### src/rtl/intvec_defs.vh
// Constants for the interrupt vector and priority block
`ifndef INTVEC_DEFS_VH
`define INTVEC_DEFS_VH
`define NUM_W          5
`define VEC_W          16
`define MASK_W         14
`define VEC_STEP_SHIFT 2
`define TRAP_RESET     5'h00
`define TRAP_NMI       5'h01
`define TRAP_SOFT_LO   5'h02
`define TRAP_SOFT_HI   5'h0f
`define TRAP_PIN0      5'h10
`define TRAP_PIN1      5'h11
`define TRAP_PIN2      5'h12
`define TRAP_TIMER     5'h13
`define TRAP_P0_RX     5'h14
`define TRAP_P0_TX     5'h15
`define TRAP_P2_RX     5'h16
`define TRAP_P2_TX     5'h17
`define TRAP_PIN3      5'h18
`define TRAP_HOST      5'h19
`define TRAP_P1_RX     5'h1a
`define TRAP_P1_TX     5'h1b
`define TRAP_DMA4      5'h1c
`define TRAP_DMA5      5'h1d
`define TRAP_LIMIT     5'h1d
`define BIT_PIN0       0
`define BIT_PIN1       1
`define BIT_PIN2       2
`define BIT_TIMER      3
`define BIT_P0_RX      4
`define BIT_P0_TX      5
`define BIT_P2_RX      6
`define BIT_P2_TX      7
`define BIT_PIN3       8
`define BIT_HOST       9
`define BIT_P1_RX      10
`define BIT_P1_TX      11
`define BIT_DMA4       12
`define BIT_DMA5       13
`define FLAG_RST       14'h0000
`define MASK_RST       14'h0000
`endif

### src/rtl/interrupt_vector_priority.v
// Interrupt flag, mask, priority and vector selection
`timescale 1ns/1ps
`include "intvec_defs.vh"
module interrupt_vector_priority (
    // Clock and reset
    input  wire               clk_sys,
    input  wire               sys_rst,
    // External user pins, active low, asynchronous
    input  wire               user_pin_zero_n,
    input  wire               user_pin_one_n,
    input  wire               user_pin_two_n,
    input  wire               user_pin_three_n,
    input  wire               nmi_pin_n,
    // On-chip peripheral requests, one-cycle pulses
    input  wire               timer_request,
    input  wire               port_zero_rx_request,
    input  wire               port_zero_tx_request,
    input  wire               port_one_rx_request,
    input  wire               port_one_tx_request,
    input  wire               port_two_rx_request,
    input  wire               port_two_tx_request,
    input  wire               host_port_request,
    input  wire               dma_ch_four_request,
    input  wire               dma_ch_five_request,
    // Core side controls
    input  wire               soft_reset_trap,
    input  wire               soft_trap_req,
    input  wire [`NUM_W-1:0]  soft_trap_num,
    input  wire [`VEC_W-1:0]  vec_base,
    input  wire               global_enable,
    input  wire               mask_wr,
    input  wire [`MASK_W-1:0] mask_wdata,
    input  wire               flag_clr,
    input  wire [`MASK_W-1:0] flag_clr_bits,
    input  wire               irq_ack,
    // Core side results
    output reg                irq_req_r,
    output reg  [`NUM_W-1:0]  irq_num_r,
    output reg  [`VEC_W-1:0]  irq_vec_r,
    output reg  [4:0]         irq_prio_r,
    output reg  [`MASK_W-1:0] pending_flag_register,
    output reg  [`MASK_W-1:0] enable_mask_register
);
    // Synchronised pin levels, high while asserted
    wire              pin0_lvl;
    wire              pin1_lvl;
    wire              pin2_lvl;
    wire              pin3_lvl;
    wire              nmi_lvl;
    reg  [4:0]        pin_prev_r;
    reg               nmi_pend_r;
    reg  [`MASK_W-1:0] event_vec;
    reg  [`MASK_W-1:0] flag_nxt;
    reg  [`MASK_W-1:0] active;
    reg               sel_valid;
    reg  [`NUM_W-1:0] sel_num;
    reg  [4:0]        sel_prio;
    reg  [`MASK_W-1:0] ack_bit;
    reg               ack_nmi;
    wire [`VEC_W-1:0] sel_addr;
    // Rising edges of the filtered pins, one cycle each
    wire              pin0_edge;
    wire              pin1_edge;
    wire              pin2_edge;
    wire              pin3_edge;
    wire              nmi_edge;
    wire              soft_ok;
    wire              hw_any;
    wire              load_en;

    // Pins pass four flops before their edges count
    pin_sync u_sync0 (.clk_sys(clk_sys), .sys_rst(sys_rst),
                      .pin_in(~user_pin_zero_n),  .level_r(pin0_lvl));
    pin_sync u_sync1 (.clk_sys(clk_sys), .sys_rst(sys_rst),
                      .pin_in(~user_pin_one_n),   .level_r(pin1_lvl));
    pin_sync u_sync2 (.clk_sys(clk_sys), .sys_rst(sys_rst),
                      .pin_in(~user_pin_two_n),   .level_r(pin2_lvl));
    pin_sync u_sync3 (.clk_sys(clk_sys), .sys_rst(sys_rst),
                      .pin_in(~user_pin_three_n), .level_r(pin3_lvl));
    pin_sync u_syncn (.clk_sys(clk_sys), .sys_rst(sys_rst),
                      .pin_in(~nmi_pin_n),        .level_r(nmi_lvl));

    // Edge history of the filtered pins
    always @(posedge clk_sys or posedge sys_rst) begin
        if (sys_rst) begin
            pin_prev_r <= 5'h00;
        end else begin
            pin_prev_r <= {nmi_lvl, pin3_lvl, pin2_lvl, pin1_lvl, pin0_lvl};
        end
    end

    // A new asserted level counts once, on its first cycle
    assign pin0_edge = pin0_lvl & ~pin_prev_r[0];
    assign pin1_edge = pin1_lvl & ~pin_prev_r[1];
    assign pin2_edge = pin2_lvl & ~pin_prev_r[2];
    assign pin3_edge = pin3_lvl & ~pin_prev_r[3];
    assign nmi_edge  = nmi_lvl & ~pin_prev_r[4];

    always @* begin
        event_vec                = {`MASK_W{1'b0}};
        event_vec[`BIT_PIN0]     = pin0_edge;
        event_vec[`BIT_PIN1]     = pin1_edge;
        event_vec[`BIT_PIN2]     = pin2_edge;
        event_vec[`BIT_TIMER]    = timer_request;
        event_vec[`BIT_P0_RX]    = port_zero_rx_request;
        event_vec[`BIT_P0_TX]    = port_zero_tx_request;
        event_vec[`BIT_P2_RX]    = port_two_rx_request;
        event_vec[`BIT_P2_TX]    = port_two_tx_request;
        event_vec[`BIT_PIN3]     = pin3_edge;
        event_vec[`BIT_HOST]     = host_port_request;
        event_vec[`BIT_P1_RX]    = port_one_rx_request;
        event_vec[`BIT_P1_TX]    = port_one_tx_request;
        event_vec[`BIT_DMA4]     = dma_ch_four_request;
        event_vec[`BIT_DMA5]     = dma_ch_five_request;
    end

    // Acknowledge clears the flag of the request taken
    always @* begin
        ack_bit = {`MASK_W{1'b0}};
        ack_nmi = 1'b0;
        if (irq_ack && irq_req_r) begin
            if (irq_num_r == `TRAP_NMI) begin
                ack_nmi = 1'b1;
            // User pins and timer
            end else if (irq_num_r == `TRAP_PIN0) begin
                ack_bit[`BIT_PIN0] = 1'b1;
            end else if (irq_num_r == `TRAP_PIN1) begin
                ack_bit[`BIT_PIN1] = 1'b1;
            end else if (irq_num_r == `TRAP_PIN2) begin
                ack_bit[`BIT_PIN2] = 1'b1;
            end else if (irq_num_r == `TRAP_TIMER) begin
                ack_bit[`BIT_TIMER] = 1'b1;
            // Serial ports zero and two
            end else if (irq_num_r == `TRAP_P0_RX) begin
                ack_bit[`BIT_P0_RX] = 1'b1;
            end else if (irq_num_r == `TRAP_P0_TX) begin
                ack_bit[`BIT_P0_TX] = 1'b1;
            end else if (irq_num_r == `TRAP_P2_RX) begin
                ack_bit[`BIT_P2_RX] = 1'b1;
            end else if (irq_num_r == `TRAP_P2_TX) begin
                ack_bit[`BIT_P2_TX] = 1'b1;
            // Pin three and host port
            end else if (irq_num_r == `TRAP_PIN3) begin
                ack_bit[`BIT_PIN3] = 1'b1;
            end else if (irq_num_r == `TRAP_HOST) begin
                ack_bit[`BIT_HOST] = 1'b1;
            // Serial port one and DMA channels
            end else if (irq_num_r == `TRAP_P1_RX) begin
                ack_bit[`BIT_P1_RX] = 1'b1;
            end else if (irq_num_r == `TRAP_P1_TX) begin
                ack_bit[`BIT_P1_TX] = 1'b1;
            end else if (irq_num_r == `TRAP_DMA4) begin
                ack_bit[`BIT_DMA4] = 1'b1;
            end else if (irq_num_r == `TRAP_DMA5) begin
                ack_bit[`BIT_DMA5] = 1'b1;
            end
        end
    end

    // Flags: a new event wins over a clear in the same cycle
    always @* begin
        flag_nxt = pending_flag_register & ~ack_bit;
        if (flag_clr) begin
            flag_nxt = flag_nxt & ~flag_clr_bits;
        end
        flag_nxt = flag_nxt | event_vec;
    end

    // Flag register, updated every cycle
    always @(posedge clk_sys or posedge sys_rst) begin
        if (sys_rst) begin
            pending_flag_register <= `FLAG_RST;
        end else begin
            pending_flag_register <= flag_nxt;
        end
    end

    // Mask register, written by the core
    always @(posedge clk_sys or posedge sys_rst) begin
        if (sys_rst) begin
            enable_mask_register <= `MASK_RST;
        end else if (mask_wr) begin
            enable_mask_register <= mask_wdata;
        end
    end

    // nonmaskable latch, a new edge beats the acknowledge
    always @(posedge clk_sys or posedge sys_rst) begin
        if (sys_rst) begin
            nmi_pend_r <= 1'b0;
        end else if (nmi_edge) begin
            nmi_pend_r <= 1'b1;
        end else if (ack_nmi) begin
            nmi_pend_r <= 1'b0;
        end
    end

    // Any enabled hardware request while the gate is open
    assign hw_any  = global_enable && (|(pending_flag_register & enable_mask_register));
    assign soft_ok = soft_trap_req && (soft_trap_num <= `TRAP_LIMIT);

    always @* begin
        active    = pending_flag_register & enable_mask_register;
        sel_valid = 1'b0;
        sel_num   = `TRAP_RESET;
        sel_prio  = 5'h00;
        if (soft_reset_trap) begin
            sel_valid = 1'b1;
            sel_num   = `TRAP_RESET;
            sel_prio  = 5'h01;
        end else if (nmi_pend_r) begin
            sel_valid = 1'b1;
            sel_num   = `TRAP_NMI;
            sel_prio  = 5'h02;
        end else if (hw_any) begin
            sel_valid = 1'b1;
            if (active[`BIT_PIN0]) begin
                sel_num  = `TRAP_PIN0;
                sel_prio = 5'h03;
            end else if (active[`BIT_PIN1]) begin
                sel_num  = `TRAP_PIN1;
                sel_prio = 5'h04;
            end else if (active[`BIT_PIN2]) begin
                sel_num  = `TRAP_PIN2;
                sel_prio = 5'h05;
            end else if (active[`BIT_TIMER]) begin
                sel_num  = `TRAP_TIMER;
                sel_prio = 5'h06;
            end else if (active[`BIT_P0_RX]) begin
                sel_num  = `TRAP_P0_RX;
                sel_prio = 5'h07;
            end else if (active[`BIT_P0_TX]) begin
                sel_num  = `TRAP_P0_TX;
                sel_prio = 5'h08;
            end else if (active[`BIT_P2_RX]) begin
                sel_num  = `TRAP_P2_RX;
                sel_prio = 5'h09;
            end else if (active[`BIT_P2_TX]) begin
                sel_num  = `TRAP_P2_TX;
                sel_prio = 5'h0a;
            end else if (active[`BIT_PIN3]) begin
                sel_num  = `TRAP_PIN3;
                sel_prio = 5'h0b;
            end else if (active[`BIT_HOST]) begin
                sel_num  = `TRAP_HOST;
                sel_prio = 5'h0c;
            end else if (active[`BIT_P1_RX]) begin
                sel_num  = `TRAP_P1_RX;
                sel_prio = 5'h0d;
            end else if (active[`BIT_P1_TX]) begin
                sel_num  = `TRAP_P1_TX;
                sel_prio = 5'h0e;
            end else if (active[`BIT_DMA4]) begin
                sel_num  = `TRAP_DMA4;
                sel_prio = 5'h0f;
            end else if (active[`BIT_DMA5]) begin
                sel_num  = `TRAP_DMA5;
                sel_prio = 5'h10;
            end
        end else if (soft_ok) begin
            sel_valid = 1'b1;
            sel_num   = soft_trap_num;
            sel_prio  = 5'h00;
        end
    end

    vec_addr u_vec (.vec_base(vec_base), .trap_num(sel_num), .vec_addr_out(sel_addr));

    // A new selection loads when idle or on an acknowledge
    assign load_en = !irq_req_r || irq_ack;

    // Registered request towards the core; held until acknowledged
    always @(posedge clk_sys or posedge sys_rst) begin
        if (sys_rst) begin
            irq_req_r <= 1'b1;
        end else if (load_en) begin
            irq_req_r <= sel_valid & ~irq_ack;
        end
    end

    // Number, vector and priority travel with the request
    always @(posedge clk_sys or posedge sys_rst) begin
        if (sys_rst) begin
            irq_num_r  <= `TRAP_RESET;
            irq_vec_r  <= {`VEC_W{1'b0}};
            irq_prio_r <= 5'h01;
        end else if (load_en) begin
            irq_num_r  <= sel_num;
            irq_vec_r  <= sel_addr;
            irq_prio_r <= sel_prio;
        end
    end
endmodule // interrupt_vector_priority

### src/rtl/pin_sync.v
// Three-stage synchroniser with agreement filter for one pin
`timescale 1ns/1ps
module pin_sync (
    // Clock and reset
    input  wire clk_sys,
    input  wire sys_rst,
    // Pin and filtered level
    input  wire pin_in,
    output reg  level_r
);
    reg s1_r;
    reg s2_r;
    reg s3_r;

    // Level changes once stages two and three agree
    always @(posedge clk_sys or posedge sys_rst) begin
        if (sys_rst) begin
            s1_r    <= 1'b0;
            s2_r    <= 1'b0;
            s3_r    <= 1'b0;
            level_r <= 1'b0;
        end else begin
            s1_r <= pin_in;
            s2_r <= s1_r;
            s3_r <= s2_r;
            if (s2_r == s3_r) begin
                level_r <= s3_r;
            end
        end
    end
endmodule // pin_sync

### src/rtl/vec_addr.v
// Vector address from base and trap number
`timescale 1ns/1ps
`include "intvec_defs.vh"
module vec_addr (
    // Base and number
    input  wire [`VEC_W-1:0] vec_base,
    input  wire [`NUM_W-1:0] trap_num,
    // Resulting address
    output wire [`VEC_W-1:0] vec_addr_out
);
    wire [`VEC_W-1:0] offset;

    assign offset       = {{(`VEC_W-`NUM_W-`VEC_STEP_SHIFT){1'b0}}, trap_num, 2'b00};
    assign vec_addr_out = vec_base + offset;
endmodule // vec_addr

### config.mk
export PLATFORM = sky130hd
export DESIGN_NAME = interrupt_vector_priority
export DESIGN_NICKNAME = d
export VERILOG_FILES = /design/src/rtl/interrupt_vector_priority.v /design/src/rtl/pin_sync.v /design/src/rtl/vec_addr.v
export VERILOG_INCLUDE_DIRS = /design/src /design/src/rtl
export SDC_FILE = /design/constraint.sdc
export NUM_CORES = 1
export LEC_CHECK = 0
export ABC_CLOCK_PERIOD_IN_PS = 2950
export BUFFER_PORTS_ARGS = -buffer_cell sky130_fd_sc_hd__buf_4
export CAP_MARGIN = 5
export CORE_ASPECT_RATIO = 1.75
export CORE_MARGIN = 10
export CORE_UTILIZATION = 45
export CTS_CLUSTER_DIAMETER = 120
export DETAILED_ROUTE_END_ITERATION = 10
export PLACE_DENSITY_LB_ADDON = 0.15
export SLEW_MARGIN = 0
export SYNTH_ARGS = -nofsm -noshare
export SYNTH_HDL_FRONTEND = slang
export SYNTH_SLANG_ARGS = --single-unit
export TNS_END_PERCENT = 20
### constraint.sdc
create_clock -name clk_sys -period 2.95 [get_ports clk_sys]
set_input_delay 0.295 -clock clk_sys [delete_from_list [all_inputs] [get_ports clk_sys]]
set_output_delay 0.295 -clock clk_sys [all_outputs]
set_load 0.02 [all_outputs]
## Word-level counts from Yosys, hierarchy flattened

Cells that the tools add are included.

- Flip-flop bits (word level): 81
- Bits of input ports: 72
- Output and inout bits: 55
- Word-level logic and storage cells: 153

- Add/sub/neg operators: 1
- Magnitude comparators: 1
- Equality and inequality tests: 20
- Multiplexer cells: 73
- Bitwise logic cells: 23
- Reductions and logical operators: 7

Operators by type and width:

| kind | count |
|---|---|
| 5-bit two-way mux | 36 |
| 5-bit == test, second input constant | 14 |
| 14-bit AND | 3 |
| 14-bit two-way mux | 3 |
| 14-bit inverter | 2 |
| 1-bit two-way mux | 23 |
| 16-bit by 7-bit adder with 16-bit output | 1 |
| 14-bit bitwise OR | 1 |
| 14-bit OR reduction | 1 |
| 13-bit two-way mux | 1 |
| 12-bit two-way mux | 1 |
| 11-bit two-way mux | 1 |
| 1-bit inverter | 11 |
| 10-bit two-way mux | 1 |
| 9-bit two-way mux | 1 |
| 8-bit two-way mux | 1 |
| 7-bit two-way mux | 1 |
| 1-bit AND | 6 |
| 6-bit two-way mux | 1 |
| 1-bit == test | 5 |
| 5-bit by 1-bit == test with 1-bit output, second input constant | 1 |
| 5-bit less-or-equal comparator, second input constant | 1 |
| 4-bit two-way mux | 1 |
| 1-bit logical AND | 3 |
| other kinds (5) | 5 |

## Depth between registers and ports, before layout

- Depth after elaboration: 22
- Gate-level depth with buffers: 15
- Depth with buffers taken out: 15

## Modules after synthesis

Synthesis repeated with hierarchy kept, for this count alone.

- Cells, all modules: 375
- Area total of the unflattened synthesis: 3843.7 um^2

Modules (own cells, without submodules):

| module | instances | cells an instance | area an instance (um^2) | sequential area each (um^2) |
|---|---|---|---|---|
| interrupt_vector_priority | 1 | 289 | 2824.0 | 1529.0 |
| pin_sync | 5 | 6 | 115.1 | 100.1 |
| vec_addr | 1 | 56 | 444.2 | 0.0 |

## Worst setup path before layout

Ideal clock, no wire load.

- Path type: reg-to-reg
- Start point: register pending_flag_register[5]
- End point: register irq_vec_r[10]
- Setup time: 0.069 ns
- Data arrival time: 3.249 ns
- Required time: 2.881 ns
- Setup slack: -0.368 ns
- Stages on the path, launching flop included: 16
- Buffers on the path: 0
- Period minus slack after synthesis: 3.318 ns
- Cell sequence: dfrtp_1 a222oi_1 and4_4 a31o_4 a31o_2 a31oi_1 nor2_1 ha_1 inv_1 fa_1 inv_1 a21oi_1 o21bai_1 a21oi_1 or4_1 nand3_1

- Word-level cells in the longest chain between the ends: 11
- Elaborated cells on any way between the ends: 13
- Those cells by class: 1 x add/sub; 9 x mux; 1 x bitwise; 2 x reduce/logical

Ends and longest elaborated chain:

| what | RTL line | source |
|---|---|---|
| start: declaration | interrupt_vector_priority.v:41 | `` output reg [`MASK_W-1:0] pending_flag_register, `` |
| start signal: assignment | interrupt_vector_priority.v:172 | `` pending_flag_register <= `FLAG_RST; `` |
| start signal: assignment | interrupt_vector_priority.v:174 | `pending_flag_register <= flag_nxt;` |
| 14-bit AND * | interrupt_vector_priority.v:199, interrupt_vector_priority.v:203 |  |
| 5-bit two-way mux | interrupt_vector_priority.v:232 | `` end else if (active[`BIT_P0_TX]) begin `` |
| 5-bit two-way mux | interrupt_vector_priority.v:229 | `` end else if (active[`BIT_P0_RX]) begin `` |
| 5-bit two-way mux | interrupt_vector_priority.v:226 | `` end else if (active[`BIT_TIMER]) begin `` |
| 5-bit two-way mux | interrupt_vector_priority.v:223 | `` end else if (active[`BIT_PIN2]) begin `` |
| 5-bit two-way mux | interrupt_vector_priority.v:220 | `` end else if (active[`BIT_PIN1]) begin `` |
| 5-bit two-way mux | interrupt_vector_priority.v:217 | `` if (active[`BIT_PIN0]) begin `` |
| 5-bit two-way mux * | interrupt_vector_priority.v:215 | `end else if (hw_any) begin` |
| 5-bit two-way mux * | interrupt_vector_priority.v:211 | `end else if (nmi_pend_r) begin` |
| 5-bit two-way mux * | interrupt_vector_priority.v:207 | `if (soft_reset_trap) begin` |
| via sel_num[0] | interrupt_vector_priority.v:56 | `` reg [`NUM_W-1:0] sel_num; `` |
| 16-bit by 7-bit adder with 16-bit output * | vec_addr.v:14 | `assign vec_addr_out = vec_base + offset;` |
| end signal: assignment | interrupt_vector_priority.v:285 | `` irq_vec_r <= {`VEC_W{1'b0}}; `` |
| end signal: assignment | interrupt_vector_priority.v:289 | `irq_vec_r <= sel_addr;` |
| end: declaration | interrupt_vector_priority.v:39 | `` output reg [`VEC_W-1:0] irq_vec_r, `` |

The timed path passes the listed nets; every way through them passes the cells marked *.
A chain may end at the register's enable or synchronous reset.

## Worst setup path in the final report

- Start point: register enable_mask_register[5]
- End point: register irq_vec_r[14]

- Word-level cells in the longest chain between the ends: 11
- Elaborated cells on any way between the ends: 13
- Those cells by class: 1 x add/sub; 9 x mux; 1 x bitwise; 2 x reduce/logical

Ends and longest elaborated chain:

| what | RTL line | source |
|---|---|---|
| start: declaration | interrupt_vector_priority.v:42 | `` output reg [`MASK_W-1:0] enable_mask_register `` |
| start signal: assignment | interrupt_vector_priority.v:181 | `` enable_mask_register <= `MASK_RST; `` |
| start signal: assignment | interrupt_vector_priority.v:183 | `enable_mask_register <= mask_wdata;` |
| 14-bit AND * | interrupt_vector_priority.v:199, interrupt_vector_priority.v:203 |  |
| 5-bit two-way mux | interrupt_vector_priority.v:232 |  |
| 5-bit two-way mux | interrupt_vector_priority.v:229 |  |
| 5-bit two-way mux | interrupt_vector_priority.v:226 |  |
| 5-bit two-way mux | interrupt_vector_priority.v:223 |  |
| 5-bit two-way mux | interrupt_vector_priority.v:220 |  |
| 5-bit two-way mux | interrupt_vector_priority.v:217 |  |
| 5-bit two-way mux * | interrupt_vector_priority.v:215 |  |
| 5-bit two-way mux * | interrupt_vector_priority.v:211 |  |
| 5-bit two-way mux * | interrupt_vector_priority.v:207 |  |
| via sel_num[0] | interrupt_vector_priority.v:56 |  |
| 16-bit by 7-bit adder with 16-bit output * | vec_addr.v:14 |  |

Marks and branches as above.

==> flow_summary.ini <==
[status]
run_status = finished with violations
violations = negative setup slack

[die]
die-area_um2 = 12500
start_util = 0.465
die_y_um = 140
core_um2 = 8020
rows = 43
design.portCount = 127
die_w_um = 88.8

[synth]
synthFlopType = dfrtp_1
synth_warnings = 0
synth-async-reset-ratio = 1.00
yosys.cell_types.count = 46
synth_area_um2 = 3730
ys_seq_area_frac = 0.544
ys_ff_latch = 81
synth_fp_nets = 445
synth_edf_count = 0
synth.avg_cell_area_um2 = 10.2
postSynthCellCount = 367

[detailed_routing]
route.met3.wl_um = 792
vias_per_cell = 5.42
highest_layer = met4
first_iter_violations = 121
routed_wirelength_um = 11800
ant_nets = 0
dr.pass1.iters = 5
wl_per_cell_um = 18.7
vias = 3428
drcViolationCount = 0
met1_length_um = 4140
met2WireLength_um = 6420

[pwr]
peakVddDrop_v = 0.000406
power_density_nw_per_um2 = 578
power.leakage_nw = 2.60

[sta]
setup_slack_ns = -0.341
final.period_utilization = 1.12
clock.fmax_mhz = 304
tightest_slew_ns = 0.935
final_hold_viol_count = 0
final-setup-viol-count = 10
rsz0062_at_grt = true
drv_slew = 0
relSlewSlack = 0.377
period_minus_slack_ns = 3.29
setup_tns_ns = -1.70
fin_skew_ns = 0.00350

[placed_design]
dp_cells = 614
dp_hpwl_um = 9440
placed_area_um2 = 5070
place.gp.congestion = 0.930
pre_cts_ws_ns = -0.365
numPortBuffers = 126

[setup_path]
cpMaxStageDelayCell = or4_1
cp_slowest_stage_delay_ns = 0.52
worstSetupEndpointType = flip-flop
r2r-end = irq_vec_r[14]
cp.required_ns = 3.22
worstRegToRegCells = 16
critical_path_class = reg -> reg
critPathMaxFanout = 8
arrival_ns = 3.56
crit_path_cell_trace = a222oi_1 > buf_4 > and4_4 > a31o_4 > a31o_4 > a31oi_4 > nor2_2 > ha_2 > inv_2 > fa_2 > inv_2 > a21oi_4 > o21bai_4 > a21oi_4 > or4_1 > nand3_1
start_kind = flip-flop
ff2ff_setup_slack_ns = -0.34
rr_startpoint = enable_mask_register[5]

[cts]
cts_sinks = 81
worstSkewPairLatency_ns = 0.34
cts_buffers = 9
cts_tree = yes
htreeDepth = 3
ctsLongestPathBuffers = 2
clk_pin_slew_ns = 0.06
cts-root-buf = clkbuf_16

[global_route]
grt_overflow = 0
first_global_vias = 3750
antenna_found_initial = 0
gr-usage-all-layers = 0.191
grt_max_degree = 39
grt_pass1_wl_um = 18500

[cells_and_area]
fill_cells = 659
antenna-diode-count = 0
fin_area_um2 = 5520
drive_gt1_frac = 0.442
layout.nets = 616
final_cell_mix = 171 x buf_4, 77 x dfrtp_1, 74 x nand2_1, 19 x o21ai_0
mostFrequentLayoutCell = buf_4
finalNonFillerCells = 633
synthToLayoutAreaGrowth_pct = 47.9

[hold_path]
holdCritPathClass = in -> async

[job]
max_cap_viol_count = 0
==> critical path: cells and delay by family (launching register included) <==
family	cells	cell delay, ns
AO/OA/AOI/OAI	7	1.02
adder cells (fa/ha/maj)	2	0.56
buffers and inverters	3	0.30
flip-flops	1	0.40
AND/OR/NAND/NOR	4	0.94
==> per-stage QoR <==
stage | hold slack, ns | power, mW | util
5_1_grt | 0.0580 | 3.32 | 0.688
2_1_floorplan | 0.324 | 1.65 | -
3_5_place_dp | 0.340 | 2.05 | 0.633
6_report | 0.0143 | 3.19 | 0.688
3_3_place_gp | 0.332 | 2.03 | 0.633
4_1_cts | 0.0237 | 3.19 | 0.678
==> power breakdown <==
group	total, mW	internal [mW]	switching [mW]
clock	1.13	0.664	0.463
sequential	1.29	1.22	0.0793
combinational	0.766	0.366	0.400
==> layout make-up <==
| type | instances | area (um^2) | area share |
|---|---|---|---|
| Sequential cell | 81 | 2030 | 0.368 |
| Multi-Input combinational cell | 255 | 1710 | 0.310 |
| Timing Repair Buffer | 171 | 1280 | 0.233 |
| Clock buffer | 9 | 225 | 0.0408 |
| Tap cell | 90 | 113 | 0.0204 |
| Clock inverter | 7 | 77.6 | 0.0141 |
| Inverter | 20 | 76.3 | 0.0138 |
==> sequential cells by signal, indices dropped and copies added, names as in the netlist, 5 cells and up <==
register / cells
irq_num_r: 5
pin_prev_r: 5
enable_mask_register: 14
irq_prio_r: 5
pending_flag_register: 14
irq_vec_r: 16
==> worst max path at each step <==
stage	start	end	slack [ns]	depth (start not counted)
finish	enable_mask_register[5]	irq_vec_r[14]	-0.34	16
global route	enable_mask_register[5]	irq_vec_r[14]	-0.52	16
CTS	pending_flag_register[5]	irq_vec_r[12]	-0.23	16
detailed placement	enable_mask_register[5]	irq_vec_r[13]	-0.37	13
global placement	enable_mask_register[5]	irq_vec_r[14]	-0.19	15
floorplan	enable_mask_register[5]	irq_vec_r[10]	-0.32	15
==> synth_stat cells (2+ instances only) <==
cell type	n	share of area
dfrtp_1	79	0.53
mux2_2	17	0.051
a41oi_1	2	0.0047
nor3_1	4	0.0054
nor2_1	15	0.015
ha_1	5	0.017
a21oi_1	14	0.019
nand4_1	5	0.0084
o41ai_1	2	0.0047
clkbuf_1	11	0.011
or3_1	2	0.0034
nand3_1	16	0.021
dfstp_2	2	0.014
xnor2_1	5	0.012
nor2b_1	4	0.0067
o211ai_1	6	0.012
nor4bb_1	2	0.0054
inv_1	20	0.020
o21ai_0	20	0.027
nand2b_1	3	0.0050
nand2_1	74	0.074
maj3_1	5	0.013
and2_1	5	0.0084
xor2_1	2	0.0047
o21bai_1	2	0.0040
or4_1	4	0.0081
a31o_2	11	0.026
a22oi_1	6	0.012
a31oi_1	7	0.012
==> what timing repair did <==
action,CTS,global route
pin swaps,5,17
setup endpoints to repair,10,10
buffers inserted,2,1
resized for setup,8,14
hold buffers,0,0
==> layer usage <==
layer	track usage	up-vias
met5	0	-
met4	0.0950	0
met3	0.0557	29
met2	0.349	116
met1	0.183	1631
li1	-	1652
==> logic make-up (layout without fill, tap and decap cells) <==
| group | after synthesis | in the layout | share of synthesized area |
|---|---|---|---|
| simple gates | 139 | 139 | 0.173 |
| mux | 17 | 17 | 0.0513 |
| compound gates | 81 | 81 | 0.149 |
| xor+xnor | 7 | 7 | 0.0164 |
| fa+ha+maj | 11 | 11 | 0.0356 |
| flops | 81 | 81 | 0.544 |
| buf+inv | 31 | 207 | 0.0312 |
(Power assumes the default switching activity.)
